`config.mk`:
```
export PLATFORM = sky130hd
export DESIGN_NAME = dcs_top
export DESIGN_NICKNAME = d
export VERILOG_FILES = /design/src/hdl/dcs_pkg.sv /design/src/hdl/dcs_cmd_if.sv /design/src/hdl/dcs_top.sv /design/src/hdl/dcs_decode.sv /design/src/hdl/dcs_unpack.sv
export SDC_FILE = /design/constraint.sdc
export NUM_CORES = 1
export LEC_CHECK = 0
export ABC_AREA = 1
export BUFFER_PORTS_ARGS = -buffer_cell sky130_fd_sc_hd__buf_2
export CAP_MARGIN = 15
export CORE_ASPECT_RATIO = 1.2
export CORE_MARGIN = 2
export CORE_UTILIZATION = 60
export DETAILED_ROUTE_END_ITERATION = 10
export PLACE_DENSITY = 0.89
export SLEW_MARGIN = 25
export SYNTH_ARGS = -nofsm -noshare
export SYNTH_HDL_FRONTEND = slang
export SYNTH_HIERARCHICAL = 1
export SYNTH_SLANG_ARGS = --single-unit
```
`constraint.sdc`:
```
create_clock -name clk_sys -period 8.64 [get_ports clk_sys]
set_input_delay 0.864 -clock clk_sys [delete_from_list [all_inputs] [get_ports clk_sys]]
set_output_delay 0.864 -clock clk_sys [all_outputs]
set_load 0.005 [all_outputs]
```
`src/hdl/dcs_pkg.sv`:
```
// Shared constants and types of the drawing command front end
package dcs_pkg;

	// ****************************************
	// Bus and address map
	// ****************************************
	localparam int unsigned ADR_W = 25;
	localparam logic [24:0] OFS_CMD  = 25'h000A500;
	localparam logic [24:0] OFS_SIZE = 25'h000A504;
	localparam logic [24:0] OFS_SRC  = 25'h000A508;
	localparam logic [24:0] OFS_DST  = 25'h000A50C;
	localparam logic [24:0] OFS_CTRL = 25'h000A510;
	localparam logic [24:0] OFS_STAT = 25'h000A514;
	localparam logic [24:0] OFS_LINE = 25'h000A96C;
	localparam logic [24:0] IMG_LO0  = 25'h1000000;
	localparam logic [24:0] IMG_HI0  = 25'h1007FFF;
	localparam logic [24:0] IMG_LO1  = 25'h100D000;
	localparam logic [24:0] IMG_HI1  = 25'h100EFFF;
	localparam logic [24:0] PAT_BASE = 25'h100A100;

	// ****************************************
	// Field layouts and reset values
	// ****************************************
	localparam logic [31:0] MASK_CMD = 32'hFFFF3FFF;
	localparam logic [31:0] MASK_XY  = 32'h07FF07FF;
	localparam logic [31:0] RST_REG  = 32'h00000000;
	localparam int unsigned CMD_AUTO = 0;
	localparam int unsigned CMD_CLIP = 1;
	localparam int unsigned CMD_FMT  = 2;
	localparam int unsigned CMD_DE   = 5;
	localparam int unsigned CMD_MS   = 6;
	localparam int unsigned CMD_IDS  = 7;
	localparam int unsigned CMD_MP   = 8;
	localparam int unsigned CMD_TP   = 9;
	localparam int unsigned CMD_ITA  = 10;
	localparam int unsigned CMD_FDO  = 12;
	localparam int unsigned CMD_BWD  = 16;
	localparam int unsigned CMD_ROP  = 17;
	localparam int unsigned CMD_XP   = 25;
	localparam int unsigned CMD_YP   = 26;
	localparam int unsigned CMD_OP   = 27;
	localparam int unsigned CMD_DIM  = 31;
	localparam int unsigned XY_Y     = 0;
	localparam int unsigned XY_X     = 16;
	localparam int unsigned CTRL_GBW = 0;
	localparam int unsigned CTRL_CLR = 1;
	localparam int unsigned STAT_BSY = 0;
	localparam int unsigned STAT_REF = 1;
	localparam int unsigned STAT_AUT = 2;
	localparam int unsigned STAT_CNT = 8;

	// ****************************************
	// Codes
	// ****************************************
	typedef enum logic [3:0] {
		OP_BLIT = 4'h0,
		OP_FILL = 4'h2,
		OP_LINE = 4'h3,
		OP_POLY = 4'h5,
		OP_NOP  = 4'hF
	} dcs_op_e;
	localparam logic [2:0] FMT_8  = 3'h0;
	localparam logic [2:0] FMT_16 = 3'h1;
	localparam logic [2:0] FMT_24 = 3'h2;
	localparam logic [1:0] AL_BYTE  = 2'h0;
	localparam logic [1:0] AL_WORD  = 2'h1;
	localparam logic [1:0] AL_DWORD = 2'h2;
	localparam logic [1:0] AL_RSVD  = 2'h3;

	typedef struct packed {
		logic       valid;
		logic       is_nop;
		logic [3:0] op;
		logic [2:0] fmt;
		logic [1:0] bpp;
		logic       clip_en;
		logic       draw_en;
		logic       host_src;
		logic       mono_src;
		logic       pat_mono;
		logic       pat_from_mem;
		logic       force_pat_fg;
		logic       mono_see_through;
		logic       color_key;
		logic [1:0] align;
		logic [1:0] first_word_skip_field;
		logic       block_write;
		logic [7:0] rop;
		logic       x_fwd;
		logic       y_fwd;
	} dcs_dec_s;

endpackage

```
`src/hdl/dcs_cmd_if.sv`:
```
// Command word and its decoded fields between top and decoder
`timescale 1ns/10ps
`default_nettype none
interface dcs_cmd_if;
	import dcs_pkg::*;
	logic [31:0] cmd;
	logic        global_bw;
	dcs_dec_s    dec;
	modport owner (output cmd, output global_bw, input dec);
	modport decoder (input cmd, input global_bw, output dec);
endinterface
`default_nettype wire

```
`src/hdl/dcs_top.sv`:
```
// Drawing command front end: registers, launch control, image intake
//
// Design decision made here: the Wishbone interface to the registers.
`timescale 1ns/10ps
`default_nettype none

// Functional notes
// - Auto-run off: command write launches; on: last parameter write launches.
// - Clip settings apply only while clip_enable is set.
// - Format 000 8-bit, 001 16-bit, 010 24-bit; others reserved.
// - pixel_write_enable low runs the command but writes no pixels.
// - Host source takes image words from the two host windows.
// - Colour pattern from memory unless mono; fills need mono pattern.
// - Transparent mono source writes only 1 bits in foreground colour.
// - Colour key skips matching pixels at 8/16 bpp, not 24.
// - Transparency acts only with host source selected.
// - Alignment 00 byte, 01 word, 10 doubleword, 11 reserved.
// - Line end: discard, reuse upper word, or continue next byte.
// - First-word skip field drops 0 to 3 leading bytes.
// - Block writes only if not disabled and global enable set.
// - Raster key selects 256 ops; fill/line/polygon must not use source.
// - Fill, line, polygon force pattern to pattern foreground colour.
// - Copy direction: x and y forward flags choose stepping order.
// - No-op written with auto-run clear leaves auto-run, draws nothing.
// - Rectangle height is a direct line count.
// - Rectangle width holds pixels minus one.
// - Corners: Y in bits 10-0, X in bits 26-16, origin 0,0.
// - Line draws span exactly first to last X end point.
module dcs_top
	import dcs_pkg::*;
(
	// Clock and reset
	input  wire logic        clk_sys,
	input  wire logic        rst_n,
	// Wishbone classic slave
	input  wire logic [24:0] wb_adr,
	input  wire logic [31:0] wb_dat_w,
	input  wire logic [3:0]  wb_sel,
	input  wire logic        wb_we,
	input  wire logic        wb_cyc,
	input  wire logic        wb_stb,
	output logic [31:0]      wb_dat_r,
	output logic             wb_ack,
	// Drawing engine handshake
	input  wire logic        param_set_end,
	input  wire logic        engine_done,
	output logic             launch,
	output logic             busy,
	output dcs_dec_s         run_cmd,
	// Geometry of the launched command
	output logic [11:0]      run_width_px,
	output logic [10:0]      run_height,
	output logic [10:0]      run_src_x,
	output logic [10:0]      run_src_y,
	output logic [10:0]      run_dst_x,
	output logic [10:0]      run_dst_y,
	output logic [10:0]      run_first_x,
	output logic [10:0]      run_last_x,
	// Unpacked image data
	output logic             img_valid,
	output logic [31:0]      img_data,
	output logic [3:0]       img_mask,
	output logic [3:0]       img_first,
	output logic             img_done
);

	// ****************************************
	// State
	// ****************************************
	typedef struct packed {
		logic [31:0] cmd;
		logic [31:0] size;
		logic [31:0] src;
		logic [31:0] dst;
		logic [31:0] lxe;
		logic        gbw;
		logic        busy;
		logic        refused;
		logic        pend;
		logic [7:0]  cnt;
		logic        ack;
		logic [31:0] rdat;
		logic        launch;
		dcs_dec_s    run;
		logic [11:0] wpx;
		logic [10:0] hgt;
		logic [10:0] sx;
		logic [10:0] sy;
		logic [10:0] dx;
		logic [10:0] dy;
		logic [10:0] fx;
		logic [10:0] lx;
	} dcs_top_s;

	dcs_top_s    st;
	dcs_top_s    nxt;
	dcs_cmd_if   cbus ();
	logic        req;
	logic        wr;
	logic        img_wr;
	logic        start;
	logic [24:0] wadr;
	logic [31:0] cmd_new;
	logic [3:0]  op_now;
	logic [11:0] px;
	logic [12:0] lbytes;

	// ****************************************
	// Helpers
	// ****************************************
	function automatic logic [31:0] dcs_merge(
		input logic [31:0] old,
		input logic [31:0] wd,
		input logic [3:0]  sel,
		input logic [31:0] keep
	);
		logic [31:0] r;
		r = old;
		for (int b = 0; b < 4; b++) begin
			if (sel[b]) r[8*b+:8] = wd[8*b+:8];
		end
		return r & keep;
	endfunction

	// ****************************************
	// Decoder and unpacker
	// ****************************************
	assign cbus.cmd = st.cmd;
	assign cbus.global_bw = st.gbw;

	dcs_decode u_decode (
		.bus (cbus.decoder)
	);

	// host words only from the two windows
	assign img_wr = wr && st.run.host_src
		&& (((wadr >= IMG_LO0) && (wadr <= IMG_HI0))
		|| ((wadr >= IMG_LO1) && (wadr <= IMG_HI1)));

	dcs_unpack u_unpack (
		.clk_sys    (clk_sys),
		.rst_n      (rst_n),
		.start      (start && cbus.dec.host_src),
		.line_bytes (lbytes),
		.rows       (st.size[XY_Y+:11]),
		.first_word_skip_field        (cbus.dec.first_word_skip_field),
		.align      (cbus.dec.align),
		.word_valid (img_wr),
		.word_data  (wb_dat_w),
		.out_valid  (img_valid),
		.out_data   (img_data),
		.out_mask   (img_mask),
		.out_first  (img_first),
		.out_done   (img_done)
	);

	// ****************************************
	// Line length in bytes
	// ****************************************
	always_comb begin
		// stored width is pixels minus one
		px = {1'b0, st.size[XY_X+:11]} + 12'd1;
		if (cbus.dec.mono_src) begin
			lbytes = {4'h0, px[11:3]} + {12'h000, (px[2:0] != 3'h0)};
		end else begin
			unique case (cbus.dec.bpp)
				2'd1: lbytes = {1'b0, px};
				2'd2: lbytes = {px, 1'b0};
				default: lbytes = {px, 1'b0} + {1'b0, px};
			endcase
		end
	end

	// ****************************************
	// Bus, launch and status logic
	// ****************************************
	always_comb begin
		nxt = st;
		nxt.ack = 1'b0;
		nxt.launch = 1'b0;
		nxt.pend = 1'b0;
		req = wb_cyc && wb_stb && !st.ack;
		wr = req && wb_we;
		wadr = {wb_adr[ADR_W-1:2], 2'b00};
		op_now = st.cmd[CMD_OP+:4];
		cmd_new = dcs_merge(st.cmd, wb_dat_w, wb_sel, MASK_CMD);
		start = st.pend && cbus.dec.valid;

		if (req) begin
			nxt.ack = 1'b1;
			nxt.rdat = '0;
			if (!wb_we) begin
				unique case (wadr)
					OFS_CMD:  nxt.rdat = st.cmd;
					OFS_SIZE: nxt.rdat = st.size;
					OFS_SRC:  nxt.rdat = st.src;
					OFS_DST:  nxt.rdat = st.dst;
					OFS_LINE: nxt.rdat = st.lxe;
					OFS_CTRL: nxt.rdat[CTRL_GBW] = st.gbw;
					OFS_STAT: begin
						nxt.rdat[STAT_BSY] = st.busy;
						nxt.rdat[STAT_REF] = st.refused;
						nxt.rdat[STAT_AUT] = st.cmd[CMD_AUTO];
						nxt.rdat[STAT_CNT+:8] = st.cnt;
					end
					default: nxt.rdat = '0;
				endcase
			end
		end

		if (wr) begin
			unique case (wadr)
				OFS_CMD:  nxt.cmd = cmd_new;
				OFS_SIZE: nxt.size = dcs_merge(st.size, wb_dat_w, wb_sel, MASK_XY);
				OFS_SRC:  nxt.src = dcs_merge(st.src, wb_dat_w, wb_sel, MASK_XY);
				OFS_DST:  nxt.dst = dcs_merge(st.dst, wb_dat_w, wb_sel, MASK_XY);
				OFS_LINE: nxt.lxe = dcs_merge(st.lxe, wb_dat_w, wb_sel, MASK_XY);
				OFS_CTRL: begin
					if (wb_sel[0]) begin
						nxt.gbw = wb_dat_w[CTRL_GBW];
						if (wb_dat_w[CTRL_CLR]) nxt.refused = 1'b0;
					end
				end
				default: nxt.gbw = st.gbw;
			endcase
		end

		// command write arms decode when auto-run clear
		if (wr && (wadr == OFS_CMD) && !cmd_new[CMD_AUTO]) begin
			nxt.pend = 1'b1;
		end
		// last parameter of the copy or fill set
		if (wr && (wadr == OFS_DST) && st.cmd[CMD_AUTO]
			&& ((op_now == OP_BLIT) || (op_now == OP_FILL))) begin
			nxt.pend = 1'b1;
		end
		// last parameter of line or polygon set
		if (param_set_end && st.cmd[CMD_AUTO]
			&& ((op_now == OP_LINE) || (op_now == OP_POLY))) begin
			nxt.pend = 1'b1;
		end

		if (engine_done) nxt.busy = 1'b0;

		if (start) begin
			nxt.launch = 1'b1;
			nxt.busy = 1'b1;
			nxt.cnt = st.cnt + 8'd1;
			nxt.run = cbus.dec;
			nxt.wpx = px;
			nxt.hgt = st.size[XY_Y+:11];
			nxt.sx = st.src[XY_X+:11];
			nxt.sy = st.src[XY_Y+:11];
			nxt.dx = st.dst[XY_X+:11];
			nxt.dy = st.dst[XY_Y+:11];
			nxt.fx = st.lxe[XY_X+:11];
			nxt.lx = st.lxe[XY_Y+:11];
		end else if (st.pend && !cbus.dec.is_nop) begin
			// reserved code leaves the engine idle
			nxt.refused = 1'b1;
		end
	end

	// ****************************************
	// Registers
	// ****************************************
	always_ff @(posedge clk_sys) begin
		if (!rst_n) begin
			st <= '0;
		end else begin
			st <= nxt;
		end
	end

	// ****************************************
	// Outputs
	// ****************************************
	assign wb_dat_r = st.rdat;
	assign wb_ack = st.ack;
	assign launch = st.launch;
	assign busy = st.busy;
	assign run_cmd = st.run;
	assign run_width_px = st.wpx;
	assign run_height = st.hgt;
	assign run_src_x = st.sx;
	assign run_src_y = st.sy;
	assign run_dst_x = st.dx;
	assign run_dst_y = st.dy;
	assign run_first_x = st.fx;
	assign run_last_x = st.lx;

endmodule
`default_nettype wire

```
`src/hdl/dcs_decode.sv`:
```
// Combinational decode of the drawing command word
`timescale 1ns/10ps
`default_nettype none
module dcs_decode
	import dcs_pkg::*;
(
	// Command carrier
	dcs_cmd_if.decoder bus
);
	logic [31:0] c;
	logic [3:0]  op;
	logic        blit;
	logic        solid;
	logic        rop_src;
	logic        rop_pat;
	logic        see;

	always_comb begin
		c = bus.cmd;
		op = c[CMD_OP+:4];
		blit = (op == OP_BLIT);
		solid = (op == OP_FILL) || (op == OP_LINE) || (op == OP_POLY);
		rop_src = (c[CMD_ROP+6+:2] != c[CMD_ROP+4+:2]) || (c[CMD_ROP+2+:2] != c[CMD_ROP+:2]);
		rop_pat = (c[CMD_ROP+4+:4] != c[CMD_ROP+:4]);
		see = c[CMD_TP] & c[CMD_IDS];
		bus.dec = '0;
		bus.dec.op = op;
		bus.dec.fmt = c[CMD_FMT+:3];
		bus.dec.rop = c[CMD_ROP+:8];
		bus.dec.is_nop = (op == OP_NOP) && !c[CMD_DIM];
		// refuse sourced key or reserved code
		bus.dec.valid = !c[CMD_DIM] && (blit || (solid && !rop_src))
			&& (c[CMD_FMT+:3] <= FMT_24) && (c[CMD_ITA+:2] != AL_RSVD);
		bus.dec.bpp = (c[CMD_FMT+:3] == FMT_8) ? 2'd1 : (c[CMD_FMT+:3] == FMT_16) ? 2'd2 : 2'd3;
		bus.dec.clip_en = c[CMD_CLIP];
		bus.dec.draw_en = c[CMD_DE];
		bus.dec.host_src = c[CMD_IDS];
		bus.dec.mono_src = c[CMD_MS];
		bus.dec.pat_mono = c[CMD_MP] | solid;
		bus.dec.pat_from_mem = blit & !c[CMD_MP] & rop_pat;
		bus.dec.force_pat_fg = solid & rop_pat;
		bus.dec.mono_see_through = see & c[CMD_MS];
		bus.dec.color_key = see & !c[CMD_MS] & (c[CMD_FMT+:3] != FMT_24);
		bus.dec.align = c[CMD_ITA+:2];
		bus.dec.first_word_skip_field = c[CMD_FDO+:2];
		bus.dec.block_write = !c[CMD_BWD] & bus.global_bw;
		bus.dec.x_fwd = blit ? c[CMD_XP] : 1'b1;
		bus.dec.y_fwd = blit ? c[CMD_YP] : 1'b1;
	end
endmodule
`default_nettype wire

```
`src/hdl/dcs_unpack.sv`:
```
// Image doubleword unpacker: line alignment and first-word skip
`timescale 1ns/10ps
`default_nettype none
module dcs_unpack
	import dcs_pkg::*;
(
	// Clock and reset
	input  wire logic        clk_sys,
	input  wire logic        rst_n,
	// Image setup
	input  wire logic        start,
	input  wire logic [12:0] line_bytes,
	input  wire logic [10:0] rows,
	input  wire logic [1:0]  first_word_skip_field,
	input  wire logic [1:0]  align,
	// Host words in
	input  wire logic        word_valid,
	input  wire logic [31:0] word_data,
	// Bytes out
	output logic             out_valid,
	output logic [31:0]      out_data,
	output logic [3:0]       out_mask,
	output logic [3:0]       out_first,
	output logic             out_done
);
	typedef struct packed {
		logic        active;
		logic [12:0] lb;
		logic [12:0] rem;
		logic [10:0] rows;
		logic [1:0]  skip;
		logic [1:0]  align;
		logic        valid;
		logic [31:0] data;
		logic [3:0]  mask;
		logic [3:0]  first;
		logic        done;
	} dcs_unp_s;
	dcs_unp_s st;
	dcs_unp_s nxt;

	always_comb begin
		logic [12:0] rem;
		logic [10:0] rws;
		logic [1:0]  sk;
		logic        live;
		logic        brk;
		rem = st.rem;
		rws = st.rows;
		sk = st.skip;
		live = st.active;
		brk = 1'b0;
		nxt = st;
		nxt.valid = 1'b0;
		nxt.done = 1'b0;
		if (start) begin
			nxt.lb = line_bytes;
			nxt.rem = line_bytes;
			nxt.rows = rows;
			nxt.skip = first_word_skip_field;
			nxt.align = align;
			nxt.active = (rows != 11'd0) && (line_bytes != 13'd0);
		end else if (word_valid && st.active) begin
			nxt.valid = 1'b1;
			nxt.data = word_data;
			nxt.mask = '0;
			nxt.first = '0;
			for (int i = 0; i < 4; i++) begin
				if (live && !brk && (2'(i) >= sk)) begin
					nxt.mask[i] = 1'b1;
					nxt.first[i] = (rem == st.lb);
					rem = rem - 13'd1;
					if (rem == 13'd0) begin
						rem = st.lb;
						rws = rws - 11'd1;
						live = (rws != 11'd0);
						unique case (st.align)
							AL_DWORD: brk = 1'b1;
							AL_WORD: begin
								if (i < 2) sk = 2'd2;
								else brk = 1'b1;
							end
							default: brk = 1'b0;
						endcase
					end
				end
			end
			nxt.rem = rem;
			nxt.rows = rws;
			nxt.skip = 2'd0;
			nxt.active = live;
			nxt.done = ~live;
		end
	end

	always_ff @(posedge clk_sys) begin
		if (!rst_n) st <= '0;
		else st <= nxt;
	end

	assign out_valid = st.valid;
	assign out_data = st.data;
	assign out_mask = st.mask;
	assign out_first = st.first;
	assign out_done = st.done;
endmodule
`default_nettype wire

```
==> metrics.txt, run 1 <==
initial antenna violation count 5; Port Buffers 266; Worst VDD drop 0.000159 V; Via density 5.78; CP peak stage delay 0.35 ns; Gate Count Post-Synth 3450; cts bufs inserted 37; skew final 0.0321 ns; mapped cell area 0.0231 mm^2; die height 219 um; Slew @ Worst Pin 1.08 ns; DIE AREA 0.0400 mm^2; vias in the first global route 20900; status complete, no violations; post-layout util 63.9%; Pleak 11.4 nW; DRT Pass-1 Iters 6; commonest non-fill, non-tap cell in the layout nand2_1; DR WL/cell 19.0 um; fillcell total 3421; hold slack 0.461 ns; Worst-Skew Late Latency 0.55 ns; CORE AREA 0.0379 mm^2; first-pass GRT wire length 114000 um; Crit Path Class register to register; met3 GRT Util 5.27%; post-CTS setup buffers 0; grt ovf 0; clock tree buffer depth 3; setup violators final 0; PwrDens 146 mW/mm^2; GRT Util Overall 36.2%; clk sinks 372; critical path required time 9.04 ns; Critical Path Fanout Max 18; overall power 3.53 mW; final period utilization 87.1%; CP Capture Type register; drt drc 0; post_cts resized 0; Slew Viols, Final 0; TNS Setup 0 ns; # Max-Cap Violations 0; most frequent cells in the layout nand2_1, nor2_1, dfxtp_1; CP Launch Type register; drt total wl 74500 um; post-route ant nets 0; Final Non-Filler Cells 3919; hold_buf cts 0; Reg clk slew, reported paths 0.06 ns; FMAX 133 MHz; crit path DAT 7.93 ns; RSZ-0062 raised after global routing no; gpl congestion 1.02; syn_nets 3550; Yosys warnings 6; CP max-delay cell dfxtp_1; CTS H-tree lvls 2; Hold Crit Class register to register; GR Layer Usage met1 42.4%; met2 usage 59.4%; DR vias 22700; # nets final 3511; share of layout cells above drive strength 1 14.9%; final hold violation count 0; largest net degree at the start of global routing 130; dpl hpwl 55700 um; Root Buffer clkbuf_16; Inst Count DP 3852; DRT iter0 DRCs 2208; GR peak layer met2; cell row count 78; CTS tree built; Syn-to-layout area delta 5.01%; initial core utilization 60.9%; I/O Pins 269; Min Clock Period, post-route 7.52 ns; DIE WIDTH 183 um; cell mode on critical path nand2_1; Syn Area/Cell 6.68 um^2; Slew HR 27.6%
[critical path: cells and delay by family (launching register included)]
family | cells | cell delay, ns
and+or+nand+nor | 42 | 5.12
adders and majority gates | 4 | 0.96
buffers and inverters | 5 | 0.57
AOI/OAI and AO/OA | 3 | 0.36
DFF | 1 | 0.35
[power by group]
group	internal (mW)	switching, mW
sequential	1.71	0.000175
clock	1.01	0.705
combinational	0.0221	0.0749
[per-stage QoR]
step	cell area, um^2	setup slack, ns
2_1_floorplan	23100	2.58
3_3_place_gp	22900	1.36
3_5_place_dp	22900	1.25
4_1_cts	24200	1.22
5_1_grt	24200	0.373
6_report	24200	1.12
[sequential cells by signal, indices dropped and copies added, names as in the netlist, 12 cells and up]
| signal | count |
|---|---|
| u_unpack/out_data | 32 |
| wb_dat_r | 32 |
| cbus.cmd | 30 |
| run_width_px | 12 |
| run_cmd | 35 |
| st | 98 |
| u_unpack/st | 42 |
[routing by layer]
layer  part of all wire [%]  wire (um)
met1                     37      27900
met2                     45      33700
met5                  0.059         44
met3                    8.3       6150
met4                    8.9       6630
[worst paths after layout]
check | start | end | slack, ns | cells after the start
hold reg to reg | u_unpack/out_mask[1] | u_unpack/out_mask[1] | 0.46 | 2
hold / removal | u_unpack/out_mask[1] | u_unpack/out_mask[1] | 0.46 | 2
setup reg to reg | u_unpack/st[58] | u_unpack/st[48] | 1.12 | 54
setup / recovery | u_unpack/st[58] | u_unpack/st[48] | 1.12 | 54
[area by class of cell]
cell class	instances	area (um^2)	share of cell area (%)
clock inverters	12	185	0.765
multi-input cells	2353	12000	49.7
well taps	480	601	2.48
diodes	2	5.00	0.0207
flip-flops and latches	372	7450	30.8
repair buffers	282	1460	6.04
clock buffers	53	1100	4.53
inverters	365	1380	5.69
No activity file was read; power rests on OpenSTA's default activity.
==> run 2: changes to the inputs <==
- CORE_UTILIZATION: 60 -> 54
- PLACE_DENSITY: 0.89 -> 0.85
- clock period: 8.64 -> 6.08 ns (I/O delays scaled with it)
==> metrics.txt, run 2 (synthesis results as in run 1) <==
failing checks negative setup slack; Worst-Skew Late Latency 0.57 ns; gpl congestion 0.974; most frequent cells in the layout nand2_1, nor2_1, dfxtp_1; DIE WIDTH 193 um; CP max-delay cell nor4_1; DR vias 24600; design area 0.0276 mm^2; initial antenna violation count 4; Post-DP Area 0.0249 mm^2; post-route ant nets 0; largest net degree at the start of global routing 112; status finished with violations; grt ovf 0; hold_buf cts 0; initial core utilization 54.9%; DRT iter0 DRCs 2699; Worst VDD drop 0.000263 V; die height 230 um; CTS tree built; share of layout cells above drive strength 1 26.6%; # Max-Cap Violations 0; Largest register FFs 98; skew final 0.0353 ns; commonest non-fill, non-tap cell in the layout nand2_1; cts bufs inserted 38; Reg clk slew, reported paths 0.07 ns; critical path required time 6.56 ns; I/O Pins 269; first-pass GRT wire length 123000 um; Critical Path Fanout Max 18; vias in the first global route 22500; CP Launch Type register; R2R Setup Slk -0.30 ns; clock tree buffer depth 3; Pleak 13.1 nW; drt drc 0; Min Clock Period, post-route 6.38 ns; Slew @ Worst Pin 1.06 ns; CTS H-tree lvls 2; Slew HR 28.9%; DRT Pass-1 Iters 8; Syn-to-layout area delta 19.8%; DR WL/cell 19.4 um; GRT Util Overall 35.4%; dpl hpwl 59500 um; final period utilization 105%; Top reg by flops st; RSZ-0062 raised after global routing yes; Hold Crit Class input port to register; post-layout util 65.8%; # nets final 3796; CP peak stage delay 0.52 ns; Root Buffer clkbuf_16; FMAX 157 MHz; final hold violation count 0; setup violators final 26; Slew Viols, Final 0; CORE AREA 0.0420 mm^2; Port Buffers 266; drt total wl 82900 um; setup ws final -0.298 ns; Via density 5.77; crit path DAT 6.85 ns; DIE AREA 0.0444 mm^2; CP Capture Type register; clk sinks 372; PwrDens 183 mW/mm^2; cell mode on critical path buf_4; Crit Path Class register to register; cell row count 82
## run 2: layout make-up
type,instances,area [um^2]
Inverter,365,1400
Fill cell,3491,14300
Clock buffer,46,1040
Antenna cell,1,2.50
Multi-Input combinational cell,2354,13000
Sequential cell,372,7450
Clock inverter,22,279
Tap cell,546,683
Timing Repair Buffer,565,3740
## run 2: what timing repair did
action | 4_1_cts | 5_1_grt
pin swaps | 41 | 110
setup endpoints to repair | 27 | 28
gates resized for setup | 76 | 203
cloned | 2 | 1
setup buffers | 20 | 23
## run 2: power breakdown
part           internal [mW]  switching (mW)  total (mW)
clock network           1.41            1.07        2.48
registers               2.44        0.000277        2.44
logic                 0.0312           0.111       0.142
## run 2: metal layers
metal / vias up / wire length (um) / GRT usage [%]
met5: - / 36 / 0
met4: 6 / 7850 / 27.4
met3: 401 / 7730 / 6.38
met2: 1480 / 37200 / 56.4
met1: 11200 / 30100 / 41.8
li1: 11500 / - / -
## run 2: stage by stage
step / total power [mW] / setup TNS (ns) / hold slack (ns) / std cells / setup slack (ns)
3_3_place_gp: 2.63 / -3.68 / 0.449 / 4160 / -0.217
6_report: 5.06 / -5.51 / 0.286 / 4271 / -0.298
3_5_place_dp: 2.63 / -7.03 / 0.452 / 4160 / -0.332
2_1_floorplan: 2.56 / 0 / 0.436 / 3450 / 0.0169
4_1_cts: 5.05 / -0.00243 / 0.284 / 4250 / -0.00174
5_1_grt: 5.16 / -16.99 / 0.316 / 4270 / -0.703
## run 2: path summary, 6_finish.rpt
path                        start               endpoint  depth (start not counted)
hold reg to reg      wb_dat_r[29]           wb_dat_r[29]                          2
hold / removal       wb_dat_w[14]  u_unpack/out_data[14]                          3
setup reg to reg  u_unpack/st[58]        u_unpack/st[68]                         50
setup / recovery  u_unpack/st[58]        u_unpack/st[68]                         50
## run 2: critical path, delay by kind of cell (launching register included)
kind	cells	cell delay, ns
AOI/OAI and AO/OA	2	0.26
adders and majority gates	1	0.16
buffers and inverters	20	2.30
DFF	1	0.33
and+or+nand+nor	27	3.19
